===== src/hdl/nts_pkg.sv =====
// Purpose: Shared constants and types for the tag host serial port.
// Assumes: 100 MHz system clock; serial clock sampled as an ordinary input.
// Notes:   Mode codes are the top three bits of the first byte; the command code is the top two bits.
package nts_pkg;

  // ==========================================================================
  // Mode codes
  localparam logic [2:0] MODE_REG_WR = 3'h0;
  localparam logic [2:0] MODE_REG_RD = 3'h1;
  localparam logic [2:0] MODE_EE_WR = 3'h2;
  localparam logic [2:0] MODE_EE_RD = 3'h3;
  localparam logic [2:0] MODE_BUF_LD = 3'h4;
  localparam logic [2:0] MODE_BUF_RD = 3'h5;
  localparam logic [1:0] MODE_CMD = 2'h3;

  // ==========================================================================
  // Sizes and answers
  localparam int BYTE_BITS = 8;
  localparam logic [2:0] BIT_LAST = 3'h7;
  localparam logic [1:0] EE_BLOCK_LAST = 2'h3;
  localparam logic [5:0] BUF_LOAD_MAX = 6'h20;
  localparam logic [7:0] CMD_ACCEPTED = 8'h01;
  localparam logic [7:0] CMD_REJECTED = 8'h02;
  localparam logic [7:0] ZERO_BYTE = 8'h00;

  // ==========================================================================
  // Timing
  localparam int CLK_MHZ = 100;
  localparam int EE_PROG_TYP_US = 8300;
  localparam int EE_PROG_MAX_US = 9500;
  localparam int EE_PROG_CYC = EE_PROG_TYP_US * CLK_MHZ;

  // ==========================================================================
  // Types
  typedef struct packed {
    logic sclk;
    logic ss_n;
    logic mosi;
  } nts_pins_t;

  typedef struct packed {
    logic       valid;
    logic [6:0] addr;
    logic [7:0] data;
  } nts_req_t;

endpackage : nts_pkg


===== src/hdl/nts_spi_port.sv =====
// Purpose: Serial slave host port: registers, EEPROM, buffers, commands.
// Assumes: Serial clock far slower than clk_in; memories are outside.
// Notes:   Data shifts on sampled serial clock edges.
// Overview of operation
// [RL1] First three bits select mode; logic held reset while select high.
// [RL2] Register write: address byte, each data byte commits at its last bit.
// [RL3] Select rising mid-byte discards that byte; register unchanged.
// [RL4] Writes to missing or read-only registers are ignored.
// [RL5] Register read returns bytes MSB first, address incrementing.
// [RL6] Input sampled on falling edge; output changes on rising edge.
// [RL7] Reads of missing registers return zero.
// [RL8] EEPROM address byte: block address in bits seven to one.
// [RL9] EEPROM write is mode, address, four bytes; programs at select rise.
// [RL10] Programming completes and raises write-done within 9.5 ms.
// [RL11] EEPROM read streams four-byte blocks, address auto-advancing.
// [RL12] Missing EEPROM block returns zero data.
// [RL13] Master keeps serial clock at or below 1 MHz for EEPROM reads.
// [RL14] Mode 100b loads up to 32 bytes into the transmit buffer.
// [RL15] Mode 101b returns every byte from the receive buffer.
// [RL16] Partly shifted buffer read byte still counts as read.
// [RL17] Mode 11b is direct command; six code bits then argument byte.
// [RL18] Argument byte returns 01h accepted or 02h rejected.
// [RL19] Pull-down enabled on serial output while tristated if option set.
// [RL20] Serial output tristated except while shifting read data.
`timescale 1ns/100ps
module nts_spi_port (
  input wire logic clk_in,
  input wire logic rst_n_in,
  input wire logic ce_in,
  input wire logic sclk_in,
  input wire logic ss_n_in,
  input wire logic mosi_in,
  output logic miso_out,
  output logic miso_oe_n_out,
  output logic miso_pd_out,
  input wire logic out_pulldown_enable_in,
  output nts_pkg::nts_req_t reg_wr_out,
  output logic [6:0] reg_rd_addr_out,
  input wire logic [7:0] reg_rd_data_in,
  input wire logic reg_rd_exists_in,
  input wire logic reg_wr_ok_in,
  output logic [6:0] ee_addr_out,
  output logic [1:0] ee_byte_out,
  input wire logic [7:0] ee_rd_data_in,
  input wire logic ee_exists_in,
  output logic [31:0] ee_wr_data_out,
  output logic ee_busy_out,
  output logic ee_done_out,
  output nts_pkg::nts_req_t buf_ld_out,
  output logic buf_rd_pop_out,
  input wire logic [7:0] buf_rd_data_in,
  output nts_pkg::nts_req_t cmd_out,
  input wire logic cmd_busy_in
);
  import nts_pkg::*;

  typedef enum logic [5:0] {
    ST_IDLE = 6'h01,
    ST_MODE = 6'h02,
    ST_ADDR = 6'h04,
    ST_DATA = 6'h08,
    ST_ARG = 6'h10,
    ST_DONE = 6'h20
  } nts_state_t;

  typedef struct packed {
    nts_state_t state;
    logic [2:0] mode;
    logic [7:0] shin;
    logic [2:0] bitn;
    logic [7:0] shout;
    logic       drive;
    logic [6:0] addr;
    logic [1:0] eebyte;
    logic [31:0] eedata;
    logic       eefull;
    logic [5:0] bufcnt;
    logic       partial;
    logic       sclk_d;
    logic       ss_d;
    logic [31:0] prog;
    logic       busy;
    logic       done;
    nts_req_t   regwr;
    nts_req_t   bufld;
    nts_req_t   cmd;
    logic       pop;
  } nts_st_t;

  nts_pins_t pins;
  nts_st_t st_reg;
  nts_st_t st_next;
  logic fall;
  logic rise;
  logic ss_rise;
  logic [7:0] byte_in;
  logic [7:0] rd_byte;

  nts_sync u_sync (
    .clk_in(clk_in),
    .rst_n_in(rst_n_in),
    .ce_in(ce_in),
    .pins_in('{sclk: sclk_in, ss_n: ss_n_in, mosi: mosi_in}),
    .pins_out(pins)
  );

  // ==========================================================================
  // Edges of the filtered serial clock
  assign fall = st_reg.sclk_d & ~pins.sclk & ~pins.ss_n; // [RL6]
  assign rise = ~st_reg.sclk_d & pins.sclk & ~pins.ss_n; // [RL6]
  assign ss_rise = ~st_reg.ss_d & pins.ss_n;
  assign byte_in = {st_reg.shin[6:0], pins.mosi};

  // Source of the next byte to shift out, chosen by mode
  always_comb begin
    rd_byte = ZERO_BYTE;
    case (st_reg.mode)
      MODE_REG_RD: rd_byte = reg_rd_exists_in ? reg_rd_data_in
                                              : ZERO_BYTE; // [RL7]
      MODE_EE_RD: rd_byte = ee_exists_in ? ee_rd_data_in
                                         : ZERO_BYTE; // [RL12]
      MODE_BUF_RD: rd_byte = buf_rd_data_in; // [RL15]
      default: rd_byte = ZERO_BYTE;
    endcase
  end

  // ==========================================================================
  // Main sequencer
  always_comb begin
    st_next = st_reg;
    st_next.sclk_d = pins.sclk;
    st_next.ss_d = pins.ss_n;
    st_next.regwr.valid = 1'b0;
    st_next.bufld.valid = 1'b0;
    st_next.cmd.valid = 1'b0;
    st_next.pop = 1'b0;
    st_next.done = 1'b0;
    // Programming timer runs independently of select
    if (st_reg.busy) begin
      if (st_reg.prog == 32'h0) begin
        st_next.busy = 1'b0;
        st_next.done = 1'b1; // [RL10]
      end else begin
        st_next.prog = st_reg.prog - 32'h1;
      end
    end
    if (pins.ss_n) begin
      // Port held idle while deselected
      st_next.state = ST_IDLE; // [RL1]
      st_next.bitn = 3'h0;
      st_next.drive = 1'b0; // [RL20]
      st_next.shin = ZERO_BYTE;
      st_next.eefull = 1'b0;
      st_next.bufcnt = 6'h0;
      st_next.partial = 1'b0;
      if (ss_rise && st_reg.eefull && !st_reg.busy) begin
        st_next.busy = 1'b1; // [RL9]
        st_next.prog = EE_PROG_CYC - 1;
      end
      if (ss_rise && st_reg.partial && st_reg.mode == MODE_BUF_RD) begin
        st_next.pop = 1'b1; // [RL16]
      end
      // An unfinished register byte is simply dropped here [RL3]
    end else begin
      if (st_reg.state == ST_IDLE) begin
        st_next.state = ST_MODE;
      end
      if (rise && st_reg.drive) begin
        st_next.partial = 1'b1;
        if (st_reg.bitn != 3'h0) begin
          st_next.shout = {st_reg.shout[6:0], 1'b0}; // [RL6]
        end else if (st_reg.state == ST_DATA) begin
          // Fetch at the first rise: any pop has settled by then
          st_next.shout = rd_byte; // [RL5] [RL15]
          if (st_reg.mode == MODE_REG_RD) begin
            st_next.addr = st_reg.addr + 7'h1; // [RL5]
          end else if (st_reg.mode == MODE_EE_RD) begin
            st_next.eebyte = st_reg.eebyte + 2'h1;
            if (st_reg.eebyte == EE_BLOCK_LAST) begin
              st_next.addr = st_reg.addr + 7'h1; // [RL11]
            end
          end
        end
      end
      if (fall) begin
        st_next.shin = byte_in;
        st_next.bitn = st_reg.bitn + 3'h1;
        if (st_reg.bitn == BIT_LAST) begin
          st_next.partial = 1'b0;
          case (st_reg.state)
            ST_MODE: begin
              st_next.mode = byte_in[7:5]; // [RL1]
              st_next.addr = byte_in[6:0];
              if (byte_in[7:6] == MODE_CMD) begin
                st_next.state = ST_ARG; // [RL17]
                st_next.cmd.data = {2'h0, byte_in[5:0]};
                st_next.cmd.valid = ~cmd_busy_in;
                st_next.shout = cmd_busy_in ? CMD_REJECTED
                                            : CMD_ACCEPTED; // [RL18]
                st_next.drive = 1'b1;
              end else if (byte_in[7:5] == MODE_BUF_LD) begin
                st_next.state = ST_DATA; // [RL14]
              end else if (byte_in[7:5] == MODE_BUF_RD) begin
                // Head byte is fetched at the first rise, nothing popped yet
                st_next.state = ST_DATA; // [RL15]
                st_next.drive = 1'b1;
              end else begin
                st_next.state = ST_ADDR;
              end
            end
            ST_ADDR: begin
              st_next.state = ST_DATA;
              if (st_reg.mode[2:1] == MODE_EE_WR[2:1]) begin
                st_next.addr = byte_in[7:1]; // [RL8]
              end else begin
                st_next.addr = byte_in[6:0];
              end
              st_next.eebyte = 2'h0;
            end
            ST_DATA: begin
              case (st_reg.mode)
                MODE_REG_WR: begin
                  st_next.regwr.valid = reg_wr_ok_in; // [RL2] [RL4]
                  st_next.regwr.addr = st_reg.addr;
                  st_next.regwr.data = byte_in;
                  st_next.addr = st_reg.addr + 7'h1;
                end
                MODE_EE_WR: begin
                  if (!st_reg.eefull && !st_reg.busy) begin
                    st_next.eedata = {st_reg.eedata[23:0], byte_in};
                    st_next.eebyte = st_reg.eebyte + 2'h1;
                    st_next.eefull = st_reg.eebyte == EE_BLOCK_LAST; // [RL9]
                  end
                end
                MODE_BUF_LD: begin
                  if (st_reg.bufcnt != BUF_LOAD_MAX) begin
                    st_next.bufld.valid = 1'b1; // [RL14]
                    st_next.bufld.data = byte_in;
                    st_next.bufcnt = st_reg.bufcnt + 6'h1;
                  end
                end
                MODE_BUF_RD: begin
                  st_next.pop = 1'b1; // [RL15]
                end
                default: begin
                end
              endcase
            end
            ST_ARG: begin
              st_next.state = ST_DONE;
              st_next.drive = 1'b0;
            end
            default: begin
            end
          endcase
        end
      end
      // Register and EEPROM reads start driving at the end of the address byte
      if (st_reg.state == ST_DATA || (st_reg.state == ST_ADDR && fall &&
          st_reg.bitn == BIT_LAST)) begin
        if (fall && st_reg.bitn == BIT_LAST) begin
          if (st_reg.mode == MODE_REG_RD || st_reg.mode == MODE_EE_RD) begin
            st_next.drive = 1'b1; // [RL5] [RL11]
          end
        end
      end
    end
  end

  // ==========================================================================
  // State register
  always_ff @(posedge clk_in) begin
    if (!rst_n_in) begin
      st_reg <= '{state: ST_IDLE, sclk_d: 1'b1, ss_d: 1'b1, default: '0};
    end else if (ce_in) begin
      st_reg <= st_next;
    end
  end

  // ==========================================================================
  // Outputs. Each read byte is fetched at the first rise of its slot, so
  // the lookups beside the port must answer combinationally.
  assign miso_out = st_reg.shout[7];
  assign miso_oe_n_out = ~st_reg.drive; // [RL20]
  assign miso_pd_out = out_pulldown_enable_in & ~st_reg.drive; // [RL19]
  assign reg_wr_out = st_reg.regwr;
  assign reg_rd_addr_out = st_reg.addr;
  assign ee_addr_out = st_reg.addr;
  assign ee_byte_out = st_reg.eebyte;
  assign ee_wr_data_out = st_reg.eedata;
  assign ee_busy_out = st_reg.busy;
  assign ee_done_out = st_reg.done;
  assign buf_ld_out = st_reg.bufld;
  assign buf_rd_pop_out = st_reg.pop;
  assign cmd_out = st_reg.cmd;

  // ==========================================================================
  // Checks
  AST_TRISTATE_IDLE: assert property (@(posedge clk_in) disable iff
    (!rst_n_in) pins.ss_n && ce_in |=> miso_oe_n_out) // [RL20]
    else $error("output driven while deselected");
  AST_PULLDOWN: assert property (@(posedge clk_in) disable iff (!rst_n_in)
    miso_pd_out |-> miso_oe_n_out && out_pulldown_enable_in) // [RL19]
    else $error("pull-down while driving");
  AST_CMD_ANSWER: assert property (@(posedge clk_in) disable iff (!rst_n_in)
    cmd_out.valid |-> !miso_oe_n_out && miso_out == 1'b0) // [RL18]
    else $error("command answer wrong");
  AST_EE_START: assert property (@(posedge clk_in) disable iff (!rst_n_in)
    $rose(ee_busy_out) |-> pins.ss_n) // [RL9]
    else $error("programming started inside frame");
  AST_EE_DONE: assert property (@(posedge clk_in) disable iff (!rst_n_in)
    ee_done_out |-> $past(ee_busy_out)) // [RL10]
    else $error("done without programming");
  AST_BUF_MAX: assert property (@(posedge clk_in) disable iff (!rst_n_in)
    $past(st_reg.bufcnt) == BUF_LOAD_MAX |-> !buf_ld_out.valid) // [RL14]
    else $error("buffer load overrun");
  AST_MISO_ON_RISE: assert property (@(posedge clk_in) disable iff
    (!rst_n_in) !miso_oe_n_out && $past(!miso_oe_n_out) &&
    $changed(miso_out) |-> $past(rise)) // [RL6]
    else $error("serial output changed off a rising edge");
  AST_RD_ZERO: assert property (@(posedge clk_in) disable iff (!rst_n_in)
    ce_in && rise && st_reg.drive && st_reg.bitn == 3'h0 && st_reg.state ==
    ST_DATA && st_reg.mode == MODE_REG_RD && !reg_rd_exists_in |=>
    st_reg.shout == ZERO_BYTE) // [RL7]
    else $error("missing register not read as zero");
  AST_EE_ZERO: assert property (@(posedge clk_in) disable iff (!rst_n_in)
    ce_in && rise && st_reg.drive && st_reg.bitn == 3'h0 && st_reg.state ==
    ST_DATA && st_reg.mode == MODE_EE_RD && !ee_exists_in |=>
    st_reg.shout == ZERO_BYTE) // [RL12]
    else $error("missing block not read as zero");
  AST_POP_MODE: assert property (@(posedge clk_in) disable iff (!rst_n_in)
    buf_rd_pop_out |-> st_reg.mode == MODE_BUF_RD) // [RL15]
    else $error("buffer pop outside buffer read");
  AST_DRIVE_READ: assert property (@(posedge clk_in) disable iff
    (!rst_n_in) !miso_oe_n_out |-> st_reg.state == ST_DATA ||
    st_reg.state == ST_ARG) // [RL20]
    else $error("output driven outside a read slot");
  AST_REG_WR_PULSE: assert property (@(posedge clk_in) disable iff
    (!rst_n_in) reg_wr_out.valid |=> !reg_wr_out.valid) // [RL2]
    else $error("register write not single pulse");
  AST_NO_WR_DESEL: assert property (@(posedge clk_in) disable iff
    (!rst_n_in) pins.ss_n && ce_in |=> !reg_wr_out.valid) // [RL3]
    else $error("write after deselect");

endmodule : nts_spi_port


===== src/hdl/nts_sync.sv =====
// Purpose: Three-stage synchroniser with agreement filter for pin inputs.
// Assumes: Inputs are asynchronous to clk_in.
// Notes:   Output changes only once stages two and three agree.
`timescale 1ns/100ps
module nts_sync (
  input wire logic clk_in,
  input wire logic rst_n_in,
  input wire logic ce_in,
  input wire nts_pkg::nts_pins_t pins_in,
  output nts_pkg::nts_pins_t pins_out
);
  import nts_pkg::*;

  typedef struct packed {
    nts_pins_t s1;
    nts_pins_t s2;
    nts_pins_t s3;
    nts_pins_t q;
  } nts_sync_st_t;

  nts_sync_st_t st_reg;
  nts_sync_st_t st_next;

  // ==========================================================================
  // Filter
  always_comb begin
    st_next = st_reg;
    st_next.s1 = pins_in;
    st_next.s2 = st_reg.s1;
    st_next.s3 = st_reg.s2;
    if (st_reg.s2 == st_reg.s3) begin
      st_next.q = st_reg.s3;
    end
  end

  // Select idles high and the serial clock low, so the port comes out of
  // reset inactive and no false select edge follows reset
  always_ff @(posedge clk_in) begin
    if (!rst_n_in) begin
      st_reg <= '{s1: 3'h2, s2: 3'h2, s3: 3'h2, q: 3'h2};
    end else if (ce_in) begin
      st_reg <= st_next;
    end
  end

  assign pins_out = st_reg.q;

endmodule : nts_sync


===== config.mk =====
export PLATFORM = sky130hd
export DESIGN_NAME = nts_spi_port
export DESIGN_NICKNAME = d
export VERILOG_FILES = /design/src/hdl/nts_pkg.sv /design/src/hdl/nts_spi_port.sv /design/src/hdl/nts_sync.sv
export SDC_FILE = /design/constraint.sdc
export NUM_CORES = 1
export LEC_CHECK = 0
export BUFFER_PORTS_ARGS = -buffer_cell sky130_fd_sc_hd__buf_4
export CAP_MARGIN = 20
export CORE_MARGIN = 2
export CORE_UTILIZATION = 57
export DETAILED_ROUTE_END_ITERATION = 16
export PLACE_DENSITY = 0.81
export SKIP_LAST_GASP = 1
export SYNTH_ARGS = -nofsm -noshare
export SYNTH_HDL_FRONTEND = slang
export SYNTH_SLANG_ARGS = --single-unit

===== constraint.sdc =====
create_clock -name clk_in -period 2.88 [get_ports clk_in]
set_clock_uncertainty 0.15 [all_clocks]
set_input_delay 0.144 -clock clk_in [delete_from_list [all_inputs] [get_ports clk_in]]
set_output_delay 0.144 -clock clk_in [all_outputs]
set_load 0.02 [all_outputs]

==> summary.md <==
| Metric | Value |
|---|---|
| Remaining Overflow, GRT | `0` |
| Syn Std Cell Area | `0.00804 mm2` |
| Power, Total | `4.78 mW` |
| Worst-Margin Slew | `0.848 ns` |
| Antenna Cells | `0` |
| Crit path launch type | `flip-flop` |
| CP max FO | `10` |
| Port buffer count | `120` |
| Final GP Congestion | `~0.93` |
| Max Cap Viol | `0` |
| FF+latch count, synth | `158` |
| Area growth, synth to finish | `14.9%` |
| Drt first pass iters | `7` |
| WS Path Type | `reg -> reg` |
| ANT nets after route | `0` |
| FFs w/ async S/R, synth | `0%` |
| Synth Area in Simple Gates | `22.8%` |
| Buf/Inv on CP | `0` |
| Worst slew margin | `a little over two fifths` |
| Site Rows | `43` |
| Non-Filler Cell Area, Final | `0.00924 mm2` |
| Dominant cell type by area after synthesis | `dfxtp_1` |
| Worst VDD drop | `roughly 0.43 mV` |
| Pwr dens | `518 mW/mm2` |
| Hold endpoint | `miso_out` |
| Seq pwr share | `46.1%` |
| Hold Crit Start | `buf_rd_data_in[7]` |
| Initial Util | `58.1%` |
| Chip height | `123 um` |
| TritonCTS Buffers | `17` |
| Seq/Total Area, Yosys | `39.3%` |
| Crit path cell chain | `or4_4 -> or3_1 -> or3b_1 -> nor3_1 -> xnor2_1 -> nor2_1` |
| Gate power share | `3.7%` |
| Main combinational cell family by area after synthesis | `simple AND/OR/NAND/NOR gates` |
| CP peak stage delay | `0.60 ns` |
| CTS tree | `done` |
| Initial drt markers | `554` |
| Final hold vios | `0` |
| Horiz. Die Dim | `about 120 um` |
| Hold/Removal Path Class | `in -> reg` |
| Post-synthesis adder-cell area fraction | `between 1 and 1.5%` |
| Yosys warnings | `0` |
| Maximum clock path buffer count | `2` |
| Largest net degree at the start of global routing | `47` |
| Clock power share | `approximately half` |
| Avg Cell Area, Syn | `8.06 um2` |
| Distinct cells, synth | `68` |
| Root Driver | `clkbuf_16` |
| F_max | `365 MHz` |
| Power Internal | `roughly 3.8 mW` |
| Initial antenna violation count | `0` |
| Synth top area cells | `dfxtp_1 (39%), buf_4 (9.0%), nand2_1 (6.9%)` |
| # IOs | `137` |
| Post-Synth XOR/XNOR Area | `a little under 4%` |
| Gr usage total | `25.5%` |
| Die Area | `0.0151 mm2` |
| Fin crit share | `a little over nine tenths` |
| Tmin final | `2.74 ns` |
| Total Negative Setup Slacks | `0 ns` |
| HPWL after DPL | `~13000 um` |
| EDFF count, synth | `0` |
| DR WL/cell | `between 15 and 20 um` |
| Compound-cell area share of the yosys netlist | `16.7%` |
| Register-to-register setup slack | `0.14 ns` |
| Top FF cell, synth | `dfxtp_1` |
| CP top delay family | `simple AND/OR/NAND/NOR gates` |
| Final worst setup slack | `0.138 ns` |
| Cell count after synthesis | `997` |
| Vias/cell | `5.71` |
| Vias | `7013` |
| Hold path depth | `5` |
| Post-CTS Setup Bufs | `0` |
| Pre-CTS WS | `0.169 ns` |
| First-pass GRT wire length | `just over 30000 um` |
| Max-slew violations | `0` |
| H-tree Lvls | `4` |
| Outcome | `finished clean` |
| Worst path slowest cell | `or3b_1` |
| Critical Path RT | `3.04 ns` |
| Cell Area, Placed | `0.00853 mm2` |
| Sink Count | `around 160` |
| Final setup fails | `0` |
| Placeable Area | `0.0138 mm2` |
| Worst r2r path cells | `6` |
| Critical Path End Type | `flip-flop` |
| Routed WL | `~19000 um` |
| Critical R2R Launch | `st_reg[63]` |
| Switch Pwr | `1.01 mW` |
| Critical R2R Capture | `st_reg[76]` |
| WP data arrival | `2.91 ns` |
| Worst skew pair latency | `between 0.4 and 0.5 ns` |
| Layout cell share with drive strength beyond 1 | `19.3%` |
| # nets final | `1080` |
| Share of the synthesized area in the top cell type | `39.3%` |
| # DRC | `0` |
| P_leak | `3.44 nW` |
| Post-synthesis mux area share | `between 2 and 3%` |
| Clk slew on worst S/H paths | `approximately 0.06 ns` |
| RSZ-0062 raised after global routing | `true` |
| Sw Share | `21.0%` |
| Max reg flops | `62` |
| Vias in the first global route | `6252` |
==> power by group through the flow <==
stage          Combinational (mW)  Sequential (mW)  Clock, mW
4_1_cts                     0.174             2.21       2.42
2_1_floorplan               0.118             2.25          0
5_1_grt                     0.191             2.21       2.52
3_3_place_gp                0.163             2.25          0
6_report                    0.175             2.21       2.40
3_5_place_dp                0.166             2.25          0
==> layout by cell type, fill, tap and decap left out, types with 8 or more instances in the layout <==
master	synthesis	routed
a21oi_1	98	98
conb_1	1	16
nand2_1	148	148
clkbuf_16	0	17
o211ai_1	12	12
nor4_1	12	11
or3_1	16	16
nand3_1	18	18
nand4_1	8	8
a22oi_1	12	12
ha_1	9	9
inv_1	18	18
xnor2_1	29	29
dfxtp_1	158	158
a222oi_1	11	11
mux2i_1	21	21
nor3_1	28	28
buf_4	96	155
o21ai_0	33	33
nor2_1	87	87
==> stage by stage <==
step,utilization (%),std cells,hold slack [ns]
2_1_floorplan,-,1012,0.122
3_3_place_gp,61.7,1190,0.211
3_5_place_dp,61.7,1190,0.226
4_1_cts,66.8,1229,0.0689
5_1_grt,66.8,1229,0.122
6_report,66.8,1229,0.0730
==> area by class of cell <==
type                       count  area [um2]
fill                        1146        4590
multi-input combinational    676        3890
sequential                   158        3160
timing repair buffer         163        1250
clock buffer                  21         470
tap                          180         225
clock inverter                11         163
inverter                      20        75.1
==> routing by layer <==
layer	vias up	routed length [um]	global-route usage, %
met5	-	0	0
met3	26	1100	5.53
met4	0	249	7.83
li1	3438	-	-
met2	231	9130	41.4
met1	3318	8500	33.8
==> worst max path at each step <==
stage | from | endpoint | cells past startpoint
2_1_floorplan | st_reg[161] | ee_addr_out[1] | 8
5_1_grt | ee_busy_out | st_reg[65] | 6
3_5_place_dp | ee_busy_out | st_reg[73] | 6
4_1_cts | ee_busy_out | st_reg[73] | 6
6_report | st_reg[63] | st_reg[76] | 6
3_3_place_gp | st_reg[63] | st_reg[75] | 5
==> Yosys cell counts, types with 5 or more instances <==
master	number
nand3_1	18
nor4_1	12
a222oi_1	11
mux2i_1	21
clkbuf_1	48
or4_1	6
o211ai_1	12
buf_1	5
nand4_1	8
or3_1	16
a31oi_1	6
buf_4	96
ha_1	9
xor2_1	7
nor2b_1	7
a22oi_1	12
xnor2_1	29
inv_1	18
nor2_1	87
dfxtp_1	158
nand2_1	148
buf_2	7
o21ai_0	33
a21oi_1	98
o22ai_1	7
nor3_1	28
and2_1	6
nand2b_1	7
==> worst min-delay path, stage by stage <==
cell	delay, ns
buf_4	0.08
a222oi_1	0.06
o22ai_1	0.17
o211ai_1	0.11
o21ai_0	0.06
==> repair_timing <==
action                                  in CTS  in global routing
hold buffers                                 7                  0
endpoints found under the setup margin       0                  1
endpoints found under the hold margin       19                  0
resized for setup                            0                  1
==> kinds of logic (layout without fill, tap and decap cells) <==
family,after synthesis,count (layout)
other,1,16
XOR/XNOR,36,36
adder cells (fa/ha/maj),9,9
multiplexers,21,21
flip-flops,158,158
AND/OR/NAND/NOR,377,377
buffers and inverters,178,215
AO/OA/AOI/OAI,217,217
No activity file was read; power rests on OpenSTA's default activity.
